`src/lfc_pkg.sv`:
```
// constants, enumerations and carriers for the lock, fuse and polling block
package lfc_pkg;

  // timing
  localparam int         CLK_PERIOD_NS = 5;
  localparam int         PROG_TIME_NS  = 1000;
  localparam logic [7:0] PROG_CYCLES   = 8'((PROG_TIME_NS + CLK_PERIOD_NS - 1) / CLK_PERIOD_NS);

  // register byte offsets
  localparam logic [7:0] OFF_CMD    = 8'h00;
  localparam logic [7:0] OFF_ADDR   = 8'h04;
  localparam logic [7:0] OFF_WDATA  = 8'h08;
  localparam logic [7:0] OFF_RDATA  = 8'h0c;
  localparam logic [7:0] OFF_STATUS = 8'h10;
  localparam logic [7:0] OFF_FUSES  = 8'h14;
  localparam logic [7:0] OFF_CFG    = 8'h18;

  // status bit positions
  localparam int ST_BUSY    = 0;
  localparam int ST_REFUSED = 1;

  // byte values
  localparam logic [7:0] BYTE_SET   = 8'hff;
  localparam logic [7:0] BYTE_CLR   = 8'h00;
  localparam logic [7:0] POLL_FLIP  = 8'h80;
  localparam logic [7:0] ERASE_POLL = 8'h7f;

  // fuse row and lock bits
  localparam int          FUSE_COUNT  = 11;
  localparam logic [3:0]  FUSE_LAST   = 4'ha;
  localparam logic [3:0]  FUSE_OCDSEL = 4'ha;
  localparam logic [10:0] FUSE_RESET  = 11'h7ff;
  localparam logic [1:0]  LOCK_RESET  = 2'h3;
  localparam logic [7:0]  LOCK_LAST   = 8'h01;

  // start-up timeouts in microseconds, crystal and fast clocks
  localparam logic [15:0] SUT0_CRYSTAL_OSCILLATOR_US = 16'h03e8;
  localparam logic [15:0] SUT0_FAST_US = 16'h0010;
  localparam logic [15:0] SUT1_CRYSTAL_OSCILLATOR_US = 16'h07d0;
  localparam logic [15:0] SUT1_FAST_US = 16'h0200;
  localparam logic [15:0] SUT2_CRYSTAL_OSCILLATOR_US = 16'h0fa0;
  localparam logic [15:0] SUT2_FAST_US = 16'h03e8;
  localparam logic [15:0] SUT3_CRYSTAL_OSCILLATOR_US = 16'h3e80;
  localparam logic [15:0] SUT3_FAST_US = 16'h0fa0;

  typedef enum logic [3:0] {
    OP_NOP       = 4'h0,
    OP_LOAD      = 4'h1,
    OP_WRPAGE    = 4'h2,
    OP_ERASE     = 4'h3,
    OP_WRFUSE    = 4'h4,
    OP_WRFUSE_AE = 4'h5,
    OP_WRLOCK    = 4'h6,
    OP_READ      = 4'h7
  } lfc_op_t;

  typedef enum logic [2:0] {
    SP_CODE = 3'h0,
    SP_DATA = 3'h1,
    SP_USIG = 3'h2,
    SP_FUSE = 3'h3,
    SP_LOCK = 3'h4
  } lfc_space_t;

  typedef enum logic [1:0] {
    CLK_CRYSTAL_OSCILLATOR_HS = 2'h0,
    CLK_CRYSTAL_OSCILLATOR_LS = 2'h1,
    CLK_EXT     = 2'h2,
    CLK_IRC     = 2'h3
  } lfc_clk_t;

  typedef struct packed {
    logic       sw;
    lfc_space_t space;
    lfc_op_t    op;
  } lfc_cmd_t;

  // fuse row image, bit 10 down to bit 0; a one means the fuse reads ffh
  typedef struct packed {
    logic       ocd_fast;
    logic       tristate;
    logic       usig_off;
    logic       isp_on;
    logic       debug_off;
    logic       bod_fuse;
    logic       rst_is_reset;
    logic [1:0] sut;
    lfc_clk_t   clk_src;
  } lfc_cfg_t;

endpackage

```
`src/lfc_top.sv`:
```
// lock bits, configuration fuse row and completion polling behind an apb slave
//
// Summary of operation
// - busy read of last written byte returns it with msb inverted
// - during erase a poll of code or data returns 7fh
// - page poll value is the last byte loaded, not highest address
// - two lock bits, ffh or 00h; both ffh means no protection
// - only chip erase returns lock bits to ffh
// - mode 2 refuses external programming of code, data, signature and fuses; lock bits stay writable
// - mode 3 also refuses code and data reads and kills debug
// - software initiated memory writes ignore the lock bits
// - eleven fuses, each at its own fuse row address
// - writing 00h clears a fuse, ffh leaves it unchanged
// - fuses return to ffh only by auto-erase fuse write
// - every fuse reads ffh by default
// - fuse pair 1,0 selects crystal, slow crystal, external or rc clock
// - start-up fuse pair sets wake-up timeout per clock kind
// - fuse 04h chooses reset input or general purpose pin
// - fuse 06h enables on-chip debug when 00h
// - programming fuse cleared allows programming entry only during power-on
// - fuse 08h enables external user signature programming when 00h
// - fuse 09h sets port start mode; fuse 0ah must stay ffh
// - clock and start-up fuses apply only at power-on reset
// - reset pin and programming fuses apply at session end
// - each address one fuse or lock bit; data only 00h or ffh
`timescale 1ns/10ps
`default_nettype none

module lfc_top
  import lfc_pkg::*;
(
  input  wire logic        mclk_i,              // system clock
  input  wire logic        reset_i,             // synchronous reset
  input  wire logic        psel_i,              // apb select
  input  wire logic        penable_i,           // apb enable
  input  wire logic        pwrite_i,            // apb direction
  input  wire logic [7:0]  paddr_i,             // apb byte address
  input  wire logic [31:0] pwdata_i,            // apb write data
  output logic      [31:0] prdata_o,            // apb read data
  output logic             pready_o,            // apb ready
  output logic             pslverr_o,           // apb error
  input  wire logic        por_i,               // power-on reset active
  input  wire logic        session_end_i,       // reset pin rose, session over
  output lfc_clk_t         clock_source_o,      // selected clock source
  output logic      [15:0] startup_us_o,        // wake-up timeout in us
  output logic             reset_pin_is_reset_o, // reset pin acts as reset
  output logic             bod_fuse_o,          // brownout fuse image
  output logic             on_chip_debug_en_o,  // debug link enabled
  output logic             isp_entry_allowed_o, // programming entry allowed
  output logic             usig_prog_en_o,      // user signature writable
  output logic             ports_tristate_o,    // ports start as inputs
  output logic       [1:0] lock_mode_o,         // protection mode 1 to 3
  output logic             busy_o               // programming cycle running
);

  ////////////////////////////////////////////////////////////////////////////
  // helpers

  function automatic logic [1:0] lock_mode(input logic [1:0] lk);
    if (!lk[0] && !lk[1])
      lock_mode = 2'h3;
    else if (!lk[0])
      lock_mode = 2'h2;
    else
      lock_mode = 2'h1;
  endfunction

  function automatic logic [15:0] startup_us(input lfc_clk_t src, input logic [1:0] sut);
    logic xt;
    xt = (src == CLK_CRYSTAL_OSCILLATOR_HS) || (src == CLK_CRYSTAL_OSCILLATOR_LS);
    case (sut)
      2'h0:    startup_us = xt ? SUT0_CRYSTAL_OSCILLATOR_US : SUT0_FAST_US;
      2'h1:    startup_us = xt ? SUT1_CRYSTAL_OSCILLATOR_US : SUT1_FAST_US;
      2'h2:    startup_us = xt ? SUT2_CRYSTAL_OSCILLATOR_US : SUT2_FAST_US;
      default: startup_us = xt ? SUT3_CRYSTAL_OSCILLATOR_US : SUT3_FAST_US;
    endcase
  endfunction

  function automatic logic [5:0] mem_idx(input lfc_space_t sp, input logic [3:0] a);
    mem_idx = {sp[1:0], a};
  endfunction

  ////////////////////////////////////////////////////////////////////////////
  // state

  logic [7:0]  addr;
  logic [7:0]  wdata;
  logic [7:0]  rdata;
  logic        refused;
  logic [7:0]  cnt;
  lfc_op_t     run_op;
  lfc_space_t  run_space;
  logic [7:0]  poll_val;
  logic [3:0]  poll_addr;
  logic [10:0] fuse;
  logic [1:0]  lock;
  lfc_cfg_t    cfg;
  lfc_cfg_t    next_cfg;
  logic [15:0] pmask;
  logic [7:0]  pbuf [0:15];
  logic [7:0]  mem  [0:47];

  logic        acc;
  logic        wr;
  logic        cmd_go;
  lfc_cmd_t    cmd;
  logic        busy;
  logic        done;
  logic [1:0]  mode;
  logic        data_ok;
  logic        cmd_bad;
  logic [31:0] rd_word;
  logic        rd_ok;
  logic [7:0]  rd_byte;

  assign acc    = psel_i & penable_i & pready_o;
  assign wr     = acc & pwrite_i;
  assign cmd_go = wr && (paddr_i == OFF_CMD);
  assign cmd    = lfc_cmd_t'(pwdata_i[7:0]);
  assign busy   = (cnt != 8'h00);
  assign done   = (cnt == 8'h01);
  assign mode   = lock_mode(lock);
  assign data_ok = (wdata == BYTE_CLR) || (wdata == BYTE_SET);

  ////////////////////////////////////////////////////////////////////////////
  // command acceptance

  always_comb
  begin
    cmd_bad = 1'b0;
    case (cmd.op)
      OP_NOP:
        cmd_bad = 1'b0;
      OP_LOAD, OP_WRPAGE:
      begin
        cmd_bad = (cmd.space > SP_USIG) || (!cmd.sw && (mode != 2'h1));
        if (cmd.space == SP_USIG && !cmd.sw && cfg.usig_off)
          cmd_bad = 1'b1;
      end
      OP_ERASE:
        cmd_bad = 1'b0;
      OP_WRFUSE, OP_WRFUSE_AE:
      begin
        // fuses locked in mode 2 and 3, eleven addresses
        cmd_bad = (mode != 2'h1) || (addr > {4'h0, FUSE_LAST}) || !data_ok;
        if (addr[3:0] == FUSE_OCDSEL && wdata == BYTE_CLR)
          cmd_bad = 1'b1;
      end
      OP_WRLOCK:
        cmd_bad = (addr > LOCK_LAST) || !data_ok;
      OP_READ:
      begin
        // mode 3 blocks code and data reads only
        cmd_bad = (cmd.space > SP_LOCK) || (mode == 2'h3 && cmd.space <= SP_DATA);
        if (cmd.space == SP_FUSE && addr > {4'h0, FUSE_LAST})
          cmd_bad = 1'b1;
        if (cmd.space == SP_LOCK && addr > LOCK_LAST)
          cmd_bad = 1'b1;
      end
      default:
        cmd_bad = 1'b1;
    endcase
    if (busy && cmd.op != OP_READ && cmd.op != OP_NOP)
      cmd_bad = 1'b1;
  end

  always_comb
  begin
    rd_byte = mem[mem_idx(cmd.space, addr[3:0])];
    case (cmd.space)
      SP_CODE, SP_DATA, SP_USIG:
      begin
        if (busy && run_op == OP_ERASE && cmd.space <= SP_DATA)
          rd_byte = ERASE_POLL;
        // inverted msb on last loaded byte
        else if (busy && run_op == OP_WRPAGE && cmd.space == run_space &&
                 addr[3:0] == poll_addr)
          rd_byte = poll_val ^ POLL_FLIP;
      end
      SP_FUSE:
        rd_byte = fuse[addr[3:0]] ? BYTE_SET : BYTE_CLR;
      SP_LOCK:
        rd_byte = lock[addr[0]] ? BYTE_SET : BYTE_CLR;
      default:
        rd_byte = BYTE_CLR;
    endcase
  end

  ////////////////////////////////////////////////////////////////////////////
  // apb slave, one wait state

  always_comb
  begin
    rd_word = 32'h0000_0000;
    rd_ok   = 1'b1;
    case (paddr_i)
      OFF_CMD:    rd_word = 32'h0000_0000;
      OFF_ADDR:   rd_word = {24'h00_0000, addr};
      OFF_WDATA:  rd_word = {24'h00_0000, wdata};
      OFF_RDATA:  rd_word = {24'h00_0000, rdata};
      OFF_STATUS: rd_word = {27'h000_0000, busy && run_op == OP_ERASE, mode, refused, busy};
      OFF_FUSES:  rd_word = {21'h00_0000, fuse};
      OFF_CFG:    rd_word = {21'h00_0000, cfg};
      default:    rd_ok   = 1'b0;
    endcase
  end

  always_ff @(posedge mclk_i)
  begin
    if (reset_i)
    begin
      pready_o  <= 1'b0;
      prdata_o  <= 32'h0000_0000;
      pslverr_o <= 1'b0;
    end
    else
    begin
      pready_o  <= psel_i & penable_i & ~pready_o;
      prdata_o  <= rd_word;
      pslverr_o <= psel_i & penable_i & ~pready_o & ~rd_ok;
    end
  end

  always_ff @(posedge mclk_i)
  begin
    if (reset_i)
    begin
      addr  <= 8'h00;
      wdata <= 8'h00;
    end
    else
    begin
      if (wr && paddr_i == OFF_ADDR)
        addr <= pwdata_i[7:0];
      if (wr && paddr_i == OFF_WDATA)
        wdata <= pwdata_i[7:0];
    end
  end

  // refused flag: a new refusal wins over the clear
  always_ff @(posedge mclk_i)
  begin
    if (reset_i)
      refused <= 1'b0;
    else if (cmd_go && cmd_bad)
      refused <= 1'b1;
    else if (wr && paddr_i == OFF_STATUS && pwdata_i[ST_REFUSED])
      refused <= 1'b0;
  end

  always_ff @(posedge mclk_i)
  begin
    if (reset_i)
      rdata <= 8'h00;
    else if (cmd_go && !cmd_bad && cmd.op == OP_READ)
      rdata <= rd_byte;
  end

  ////////////////////////////////////////////////////////////////////////////
  // programming cycle and page buffer

  always_ff @(posedge mclk_i)
  begin
    if (reset_i)
    begin
      cnt       <= 8'h00;
      run_op    <= OP_NOP;
      run_space <= SP_CODE;
    end
    else if (cmd_go && !cmd_bad && (cmd.op == OP_WRPAGE || cmd.op == OP_ERASE))
    begin
      cnt       <= PROG_CYCLES;
      run_op    <= cmd.op;
      run_space <= cmd.space;
    end
    else if (busy)
      cnt <= cnt - 8'h01;
  end

  always_ff @(posedge mclk_i)
  begin
    if (reset_i)
    begin
      pmask     <= 16'h0000;
      poll_val  <= 8'h00;
      poll_addr <= 4'h0;
    end
    else if (cmd_go && !cmd_bad && cmd.op == OP_LOAD)
    begin
      pbuf[addr[3:0]]  <= wdata;
      pmask[addr[3:0]] <= 1'b1;
      poll_val  <= wdata;
      poll_addr <= addr[3:0];
    end
    else if (done && run_op == OP_WRPAGE)
      pmask <= 16'h0000;
  end

  always_ff @(posedge mclk_i)
  begin
    if (done && run_op == OP_WRPAGE)
    begin
      for (int i = 0; i < 16; i++)
        if (pmask[i])
          mem[mem_idx(run_space, 4'(i))] <= pbuf[i];
    end
    else if (done && run_op == OP_ERASE)
    begin
      // signature page only when its programming fuse is enabled
      for (int i = 0; i < 48; i++)
        if (i < 32 || !cfg.usig_off)
          mem[i] <= BYTE_SET;
    end
  end

  ////////////////////////////////////////////////////////////////////////////
  // fuse row and lock bits

  always_ff @(posedge mclk_i)
  begin
    if (reset_i)
      fuse <= FUSE_RESET;
    else if (cmd_go && !cmd_bad && cmd.op == OP_WRFUSE_AE)
    begin
      // row erased then this byte written
      fuse <= FUSE_RESET;
      if (wdata == BYTE_CLR)
        fuse[addr[3:0]] <= 1'b0;
    end
    else if (cmd_go && !cmd_bad && cmd.op == OP_WRFUSE && wdata == BYTE_CLR)
      fuse[addr[3:0]] <= 1'b0;
  end

  always_ff @(posedge mclk_i)
  begin
    if (reset_i)
      lock <= LOCK_RESET;
    else if (done && run_op == OP_ERASE)
      lock <= LOCK_RESET;
    else if (cmd_go && !cmd_bad && cmd.op == OP_WRLOCK && wdata == BYTE_CLR)
      lock[addr[0]] <= 1'b0;
  end

  ////////////////////////////////////////////////////////////////////////////
  // latched configuration

  always_comb
  begin
    next_cfg = lfc_cfg_t'(fuse);
    // clock and start-up held until power-on
    if (!por_i)
    begin
      next_cfg.clk_src = cfg.clk_src;
      next_cfg.sut     = cfg.sut;
    end
  end

  always_ff @(posedge mclk_i)
  begin
    if (reset_i)
      cfg <= lfc_cfg_t'(FUSE_RESET);
    // latch at power-on or session end
    else if (por_i || session_end_i)
      cfg <= next_cfg;
  end

  always_ff @(posedge mclk_i)
  begin
    if (reset_i)
    begin
      clock_source_o       <= CLK_IRC;
      startup_us_o         <= SUT3_FAST_US;
      reset_pin_is_reset_o <= 1'b1;
      bod_fuse_o           <= 1'b1;
      on_chip_debug_en_o   <= 1'b0;
      isp_entry_allowed_o  <= 1'b1;
      usig_prog_en_o       <= 1'b0;
      ports_tristate_o     <= 1'b1;
      lock_mode_o          <= 2'h1;
      busy_o               <= 1'b0;
    end
    else
    begin
      clock_source_o       <= cfg.clk_src;
      startup_us_o         <= startup_us(cfg.clk_src, cfg.sut);
      reset_pin_is_reset_o <= cfg.rst_is_reset;
      bod_fuse_o           <= cfg.bod_fuse;
      on_chip_debug_en_o   <= !cfg.debug_off && (mode != 2'h3);
      isp_entry_allowed_o  <= cfg.isp_on || por_i;
      usig_prog_en_o       <= !cfg.usig_off && (mode == 2'h1);
      ports_tristate_o     <= cfg.tristate;
      lock_mode_o          <= mode;
      busy_o               <= busy;
    end
  end

endmodule

`default_nettype wire

```
`config.mk`:
```
export PLATFORM = sky130hd
export DESIGN_NAME = lfc_top
export DESIGN_NICKNAME = d
export VERILOG_FILES = /design/src/lfc_pkg.sv /design/src/lfc_top.sv
export SDC_FILE = /design/constraint.sdc
export NUM_CORES = 1
export LEC_CHECK = 0
export BUFFER_PORTS_ARGS = -buffer_cell sky130_fd_sc_hd__buf_2
export CORE_AREA = 3 3 263 265
export CTS_CLUSTER_SIZE = 24
export DETAILED_ROUTE_END_ITERATION = 10
export DIE_AREA = 0 0 266 268
export GPL_ROUTABILITY_DRIVEN = 0
export PLACE_DENSITY = 0.52
export SLEW_MARGIN = 20
export SYNTH_ARGS = -nofsm -noshare
export SYNTH_HDL_FRONTEND = slang
export SYNTH_SLANG_ARGS = --single-unit
```
`constraint.sdc`:
```
create_clock -name mclk_i -period 7.5 [get_ports mclk_i]
set_input_delay 1.5 -clock mclk_i [delete_from_list [all_inputs] [get_ports mclk_i]]
set_output_delay 1.5 -clock mclk_i [all_outputs]
set_load 0.03 [all_outputs]
```
==> impl_metrics.tcl, run 1 <==
set metrics [dict create \
    status "finished clean" \
    cts_setup_buffers 0 \
    crit_family "simple AND/OR/NAND/NOR gates" \
    synth_area_um2 26720 \
    rows 95 \
    die_x_um 266 \
    grt_overflow_total 0 \
    hpwl_um 58340 \
    cp_data_required_time_ns 7.72 \
    cpMaxStageDelayCell "nor2_1" \
    power_density_nw_per_um2 244.5 \
    timing.rr.start "addr[1]" \
    io_buffers 57 \
    drt_first_pass_iters 9 \
    cts.clk_slew.worst_paths_ns 0.06 \
    p_leak_nw 11.49 \
    syn_avg_cell_area_um2 10.43 \
    switching_share 0.2207 \
    ys_async_sr_fraction 0 \
    crit_path_start "psel_i" \
    p_total_w 0.007274 \
    wire_per_inst_um 25.27 \
    cts_resized 0 \
    synth-edff-count 248 \
    h-tree-depth 3 \
    fin_ws_ns 3.135 \
    dieArea_um2 71290 \
    synth_seq_cells 638 \
    synth.distinct_cells 84 \
    hold_path.class "reg2reg" \
    relSlewSlack 0.2480 \
    fmax_mhz 229.1 \
    antenna_found_initial 3 \
    hold_viol_final 0 \
    tightest_slew_ns 1.124 \
    drive_above_1_share 0.1275 \
    setup_tns_ns 0 \
    cts.sinks 638 \
    arrival_ns 4.58 \
    clk_latency_ns 0.61 \
    crit_top_cell "nor2_1" \
    drv_slew 0 \
    drtIter0Drc 2450 \
    via_per_inst 5.799 \
    yosysWarnings 0 \
    finalClockSkew_ns 0.01894 \
    ir_worst_vdd_v 0.0001786 \
    p_seq_frac 0.498 \
    rsz0062_at_grt "no" \
    period_minus_slack_ns 4.365 \
    power_frac_comb 0.037 \
    grt_max_degree 192 \
    intPower_w 0.005668 \
    grt_pass1_vias 19211 \
    seq_area_frac_synth 0.5708 \
    drc 0 \
    grt_pass1_wl_um 129600 \
    num-nets-final 2604 \
    numCtsBuffers 70 \
    critPathKind "in2reg" \
    maxCapViolations 0 \
    crit_path_max_incr_delay_ns 0.90 \
    routed_wl_um 87900 \
    worst-path-max-fanout 13 \
    period_share 0.5820 \
    cp-start-kind "primary input" \
    postSynthCellCount 2563 \
    floorplan.initialDensity 0.3986 \
    crit_path_end_kind "register" \
    hold_start "pmask[3]" \
    clk_path_buf_depth 3 \
    syn2layout_area_growth_pct 11.32 \
    cts_tree "yes" \
    grt_usage 0.2451 \
    ios 108 \
    core_um2 67040 \
    setup_violations 0 \
    cts_hold_buf 0 \
    fp.dieH_um 268 \
    vias 20170 \
    power.share.clock 0.465 \
    root_buffer "clkbuf_16" \
    whs_ns 0.4556 \
    cp_cell_sequence "buf_2, nand2_1, nor2_1, and3_1, o211ai_1, nor2_1, nand2_1, nor2_1" \
    pre_cts_slack_ns 2.590 \
    switching_power_w 0.001605 \
    ys.flop_type "dfxtp_1" \
    crit_buf_inv 1 \
    ant_nets 0 \
]
[cell type report]
cell class,count,area (µm²)
well taps,873,1092
diodes,1,2.502
multi-input cells,1736,10550
inverters,14,52.55
clock inverters,24,190.2
repair buffers,91,553.0
clock buffers,101,2041
fillers,6377,37290
flip-flops and latches,638,15270
[worst paths after layout]
kind | slack, ns | end | depth (start not counted)
max | 3.13 | pbuf[0][6] | 8
min | 0.46 | pmask[3] | 2
max reg2reg | 3.50 | rdata[5] | 8
min reg2reg | 0.46 | pmask[3] | 2
[cell families (layout without fill, tap and decap cells)]
group / count (synthesis) / in the layout / share of synthesized area
and+or+nand+nor: 1112 / 1112 / 0.1979
DFF: 638 / 638 / 0.5708
AOI/OAI and AO/OA: 429 / 429 / 0.09518
buffers and inverters: 214 / 230 / 0.03947
muxes: 153 / 153 / 0.09036
xor gates and xnor gates: 10 / 10 / 0.003278
adders and majority gates: 6 / 6 / 0.002809
other: 1 / 27 / 0.0001403
[power by group through the flow]
stage	Combinational (W)	Sequential (W)	Clock, W
final	0.000271	0.00362	0.00338
after global routing	0.000296	0.00362	0.00358
after CTS	0.000270	0.00362	0.00343
after detailed placement	0.000269	0.00370	0
after global placement	0.000261	0.00370	0
after floorplan	0.000193	0.00370	0
[cell usage in the layout (no fill, tap or decap), types with 8 or more instances in the layout]
cell / n
nor2_1: 102
nand2b_1: 127
clkbuf_1: 16
mux4_2: 70
inv_1: 12
buf_4: 33
clkinv_1: 10
nor4_1: 12
clkbuf_16: 72
a22oi_1: 36
a211oi_1: 9
buf_2: 57
nand2_1: 443
dfxtp_1: 382
nor2_2: 18
nor3_1: 34
clkinv_2: 10
nand3_1: 303
a221oi_1: 8
o211ai_1: 10
clkbuf_8: 13
conb_1: 26
mux2i_1: 77
a21o_1: 8
o21ai_0: 230
and3_1: 8
a21oi_1: 75
edfxtp_1: 248
[sequential cells by signal, summed over array words and instances (netlist names), 10 cells and up]
| register | flops |
|---|---|
| fuse | 11 |
| pmask | 16 |
| startup_us_o | 10 |
| cfg | 11 |
| pbuf | 128 |
| prdata_o | 11 |
| mem | 384 |
[layer usage]
metal | routed length, µm | up-vias | GRT usage
met4 | 2968 | 0 | 0.08195
met2 | 40450 | 851 | 0.3861
li1 | - | 9099 | -
met5 | 0 | - | 0
met3 | 7160 | 163 | 0.04752
met1 | 37320 | 10057 | 0.3414
[stage by stage]
stage | area (µm²) | std cells | util
6_report | 29750 | 3478 | 0.4437
3_5_place_dp | 27510 | 3352 | 0.4103
3_3_place_gp | 27510 | 3352 | 0.4103
5_1_grt | 29750 | 3477 | 0.4437
4_1_cts | 29740 | 3477 | 0.4436
2_1_floorplan | 26820 | 2588 | -
[tightest hold or removal path, delay by kind of cell, from the launching register on]
family             cells  cell delay (ns)
and+or+nand+nor        1             0.05
AOI/OAI and AO/OA      1             0.05
DFF                    1             0.32
[cell usage after synthesis (9+ instances only)]
cell / instances / area (µm²)
a211oi_1: 9 / 67.56
a21oi_1: 76 / 380.4
a22oi_1: 36 / 270.3
buf_2: 42 / 210.2
buf_4: 41 / 307.8
clkbuf_1: 109 / 409.1
dfxtp_1: 390 / 7807
edfxtp_1: 248 / 7447
inv_1: 12 / 45.04
mux2i_1: 77 / 770.7
mux4_2: 70 / 1577
nand2_1: 443 / 1663
nand2b_1: 127 / 794.5
nand3_1: 303 / 1516
nor2_1: 102 / 382.9
nor2_2: 18 / 112.6
nor3_1: 35 / 175.2
nor4_1: 12 / 75.07
o211ai_1: 10 / 75.07
o21ai_0: 230 / 1151
Power figures use the tool's default switching activity.
==> run 2, diff against run 1 <==
==> constraint.sdc (replaced) <==
create_clock -name mclk_i -period 4.43 [get_ports mclk_i]
set_input_delay 0.886 -clock mclk_i [delete_from_list [all_inputs] [get_ports mclk_i]]
set_output_delay 0.886 -clock mclk_i [all_outputs]
set_load 0.03 [all_outputs]
==> run 2 against run 1 <==
Net effect: wire length down 0.26%; setup slack worse by 2.2 ns; flip-flop and latch count unchanged; clock-buffer cell count up 3; clock power up 73%; clock skew up 0.0039 ns; sequential share of layout area down 0.64 points; die area unchanged; via count down 0.12%; combinational power up 67%; critical endpoint is now pbuf[3][7]; highest routed layer unchanged.
==> impl_metrics.tcl, run 2 (same netlist as run 1, synthesis figures left out) <==
set metrics [dict create \
    grt_pass1_wl_um 128800 \
    dieArea_um2 71290 \
    ant_nets 0 \
    root_buffer "clkbuf_16" \
    drv_slew 0 \
    cp_cell_sequence "inv_1, ha_1, nor3b_1, nand2_1, a21oi_2, o211ai_1, nor2_1, nand2_1, nor2_1" \
    switching_share 0.2212 \
    tightest_slew_ns 1.184 \
    die_x_um 266 \
    ir_worst_vdd_v 0.0003138 \
    worst-path-max-fanout 8 \
    register_area_um2 15270 \
    via_per_inst 5.736 \
    core_um2 67040 \
    power_density_nw_per_um2 412.3 \
    rsz0062_at_grt "no" \
    cts_hold_buf 0 \
    drc 0 \
    cts.sinks 638 \
    hold_path.class "reg2reg" \
    drive_above_1_share 0.1402 \
    hold_viol_final 0 \
    setup_tns_ns 0 \
    clk_path_buf_depth 3 \
    cts_tree "yes" \
    power_frac_comb 0.036 \
    drtIter0Drc 2342 \
    routed_wl_um 87670 \
    cpMaxStageDelayCell "nor2_1" \
    r2r_slack_ns 0.94 \
    numCtsBuffers 69 \
    top_register "mem" \
    antennaDiodeCount 0 \
    fp.dieH_um 268 \
    period_minus_slack_ns 3.495 \
    maxCapViolations 0 \
    grt_overflow_total 0 \
    status "finished clean" \
    rows 95 \
    p_total_w 0.01242 \
    nFillCells 6291 \
    cts_resized 0 \
    grt_max_degree 193 \
    multiInputGateArea_um2 10540 \
    h-tree-depth 3 \
    crit_path_end_kind "register" \
    timing.rr.start "cnt[0]" \
    hpwl_um 59470 \
    critPathKind "reg2reg" \
    syn2layout_area_growth_pct 12.73 \
    wire_per_inst_um 24.96 \
    vias 20145 \
    intPower_w 0.009673 \
    io_buffers 57 \
    cp_data_required_time_ns 4.67 \
    cp-start-kind "register" \
    grt_usage 0.2436 \
    finalClockSkew_ns 0.02279 \
    fmax_mhz 286.2 \
    crit_path_start "cnt[0]" \
    grt_pass1_vias 19206 \
    switching_power_w 0.002748 \
    relSlewSlack 0.2109 \
    crit_path_max_incr_delay_ns 0.62 \
    drt_first_pass_iters 7 \
    cts.clk_slew.worst_paths_ns 0.06 \
    largest_reg_flops 384 \
    crit_end "pbuf[3][7]" \
    reg2reg_depth 9 \
    p_seq_frac 0.494 \
    timing.rr.end "pbuf[3][7]" \
    antenna_found_initial 3 \
    power.share.clock 0.470 \
    period_share 0.7888 \
    p_leak_nw 11.72 \
    clk_latency_ns 0.62 \
    final_cell_mix "nand2_1, dfxtp_1, nand3_1" \
    setup_violations 0 \
    num-nets-final 2636 \
    floorplan.initialDensity 0.3986 \
    final_common_cell "nand2_1" \
    ios 108 \
    final_util 0.4494 \
    cts_setup_buffers 0 \
    arrival_ns 3.74 \
]
-- run 2: layer usage --
metal | up-vias | wire length [µm] | global-route usage
met1 | 9995 | 37150 | 0.3371
met4 | 0 | 2759 | 0.07958
met5 | - | 0 | 0
met3 | 157 | 6769 | 0.04441
li1 | 9159 | - | -
met2 | 834 | 40990 | 0.3896
-- run 2: stage by stage --
step | area (µm²) | instances | worst slack, ns | hold slack, ns
after global placement | 27810 | 3385 | 0.7068 | 0.4332
after detailed placement | 27810 | 3385 | 0.6791 | 0.4395
after global routing | 30130 | 3512 | 0.6077 | 0.4752
after CTS | 30130 | 3512 | 0.9421 | 0.4560
final | 30130 | 3512 | 0.9355 | 0.4568
after floorplan | 26820 | 2588 | 1.304 | 0.4092
-- run 2: how the worst min path moves through the flow --
stage                     startpoint        endpoint  slack (ns)  depth (start not counted)
after floorplan              lock[1]  lock_mode_o[0]        0.41                          1
after global placement      pmask[2]        pmask[2]        0.43                          1
after detailed placement    pmask[6]        pmask[6]        0.44                          1
after CTS                   pmask[2]        pmask[2]        0.46                          1
after global routing        pmask[2]        pmask[2]        0.48                          1
final                       pmask[4]        pmask[4]        0.46                          2
-- run 2: final cells by class --
cell class              instances  area share
clock buffers                 104     0.07052
clock inverters                23    0.006188
inverters                      14    0.001744
multi-input cells            1736      0.3498
flip-flops and latches        638      0.5069
well taps                     873     0.03626
repair buffers                124     0.02866
-- run 2: critical path, delay by kind of cell (launching register included) --
family	cells	cell delay, ns
compound gates	2	0.57
fa+ha+maj	1	0.23
buf+inv	1	0.10
flops	1	0.33
simple gates	5	1.90
-- run 2: power by group through the flow --
stage / combinational, W / clock [W] / sequential [W]
after floorplan: 0.000327 / 0 / 0.00627
after CTS: 0.000451 / 0.00595 / 0.00613
final: 0.000452 / 0.00584 / 0.00613
after global routing: 0.000497 / 0.00615 / 0.00614
after global placement: 0.000443 / 0 / 0.00626
after detailed placement: 0.000450 / 0 / 0.00626
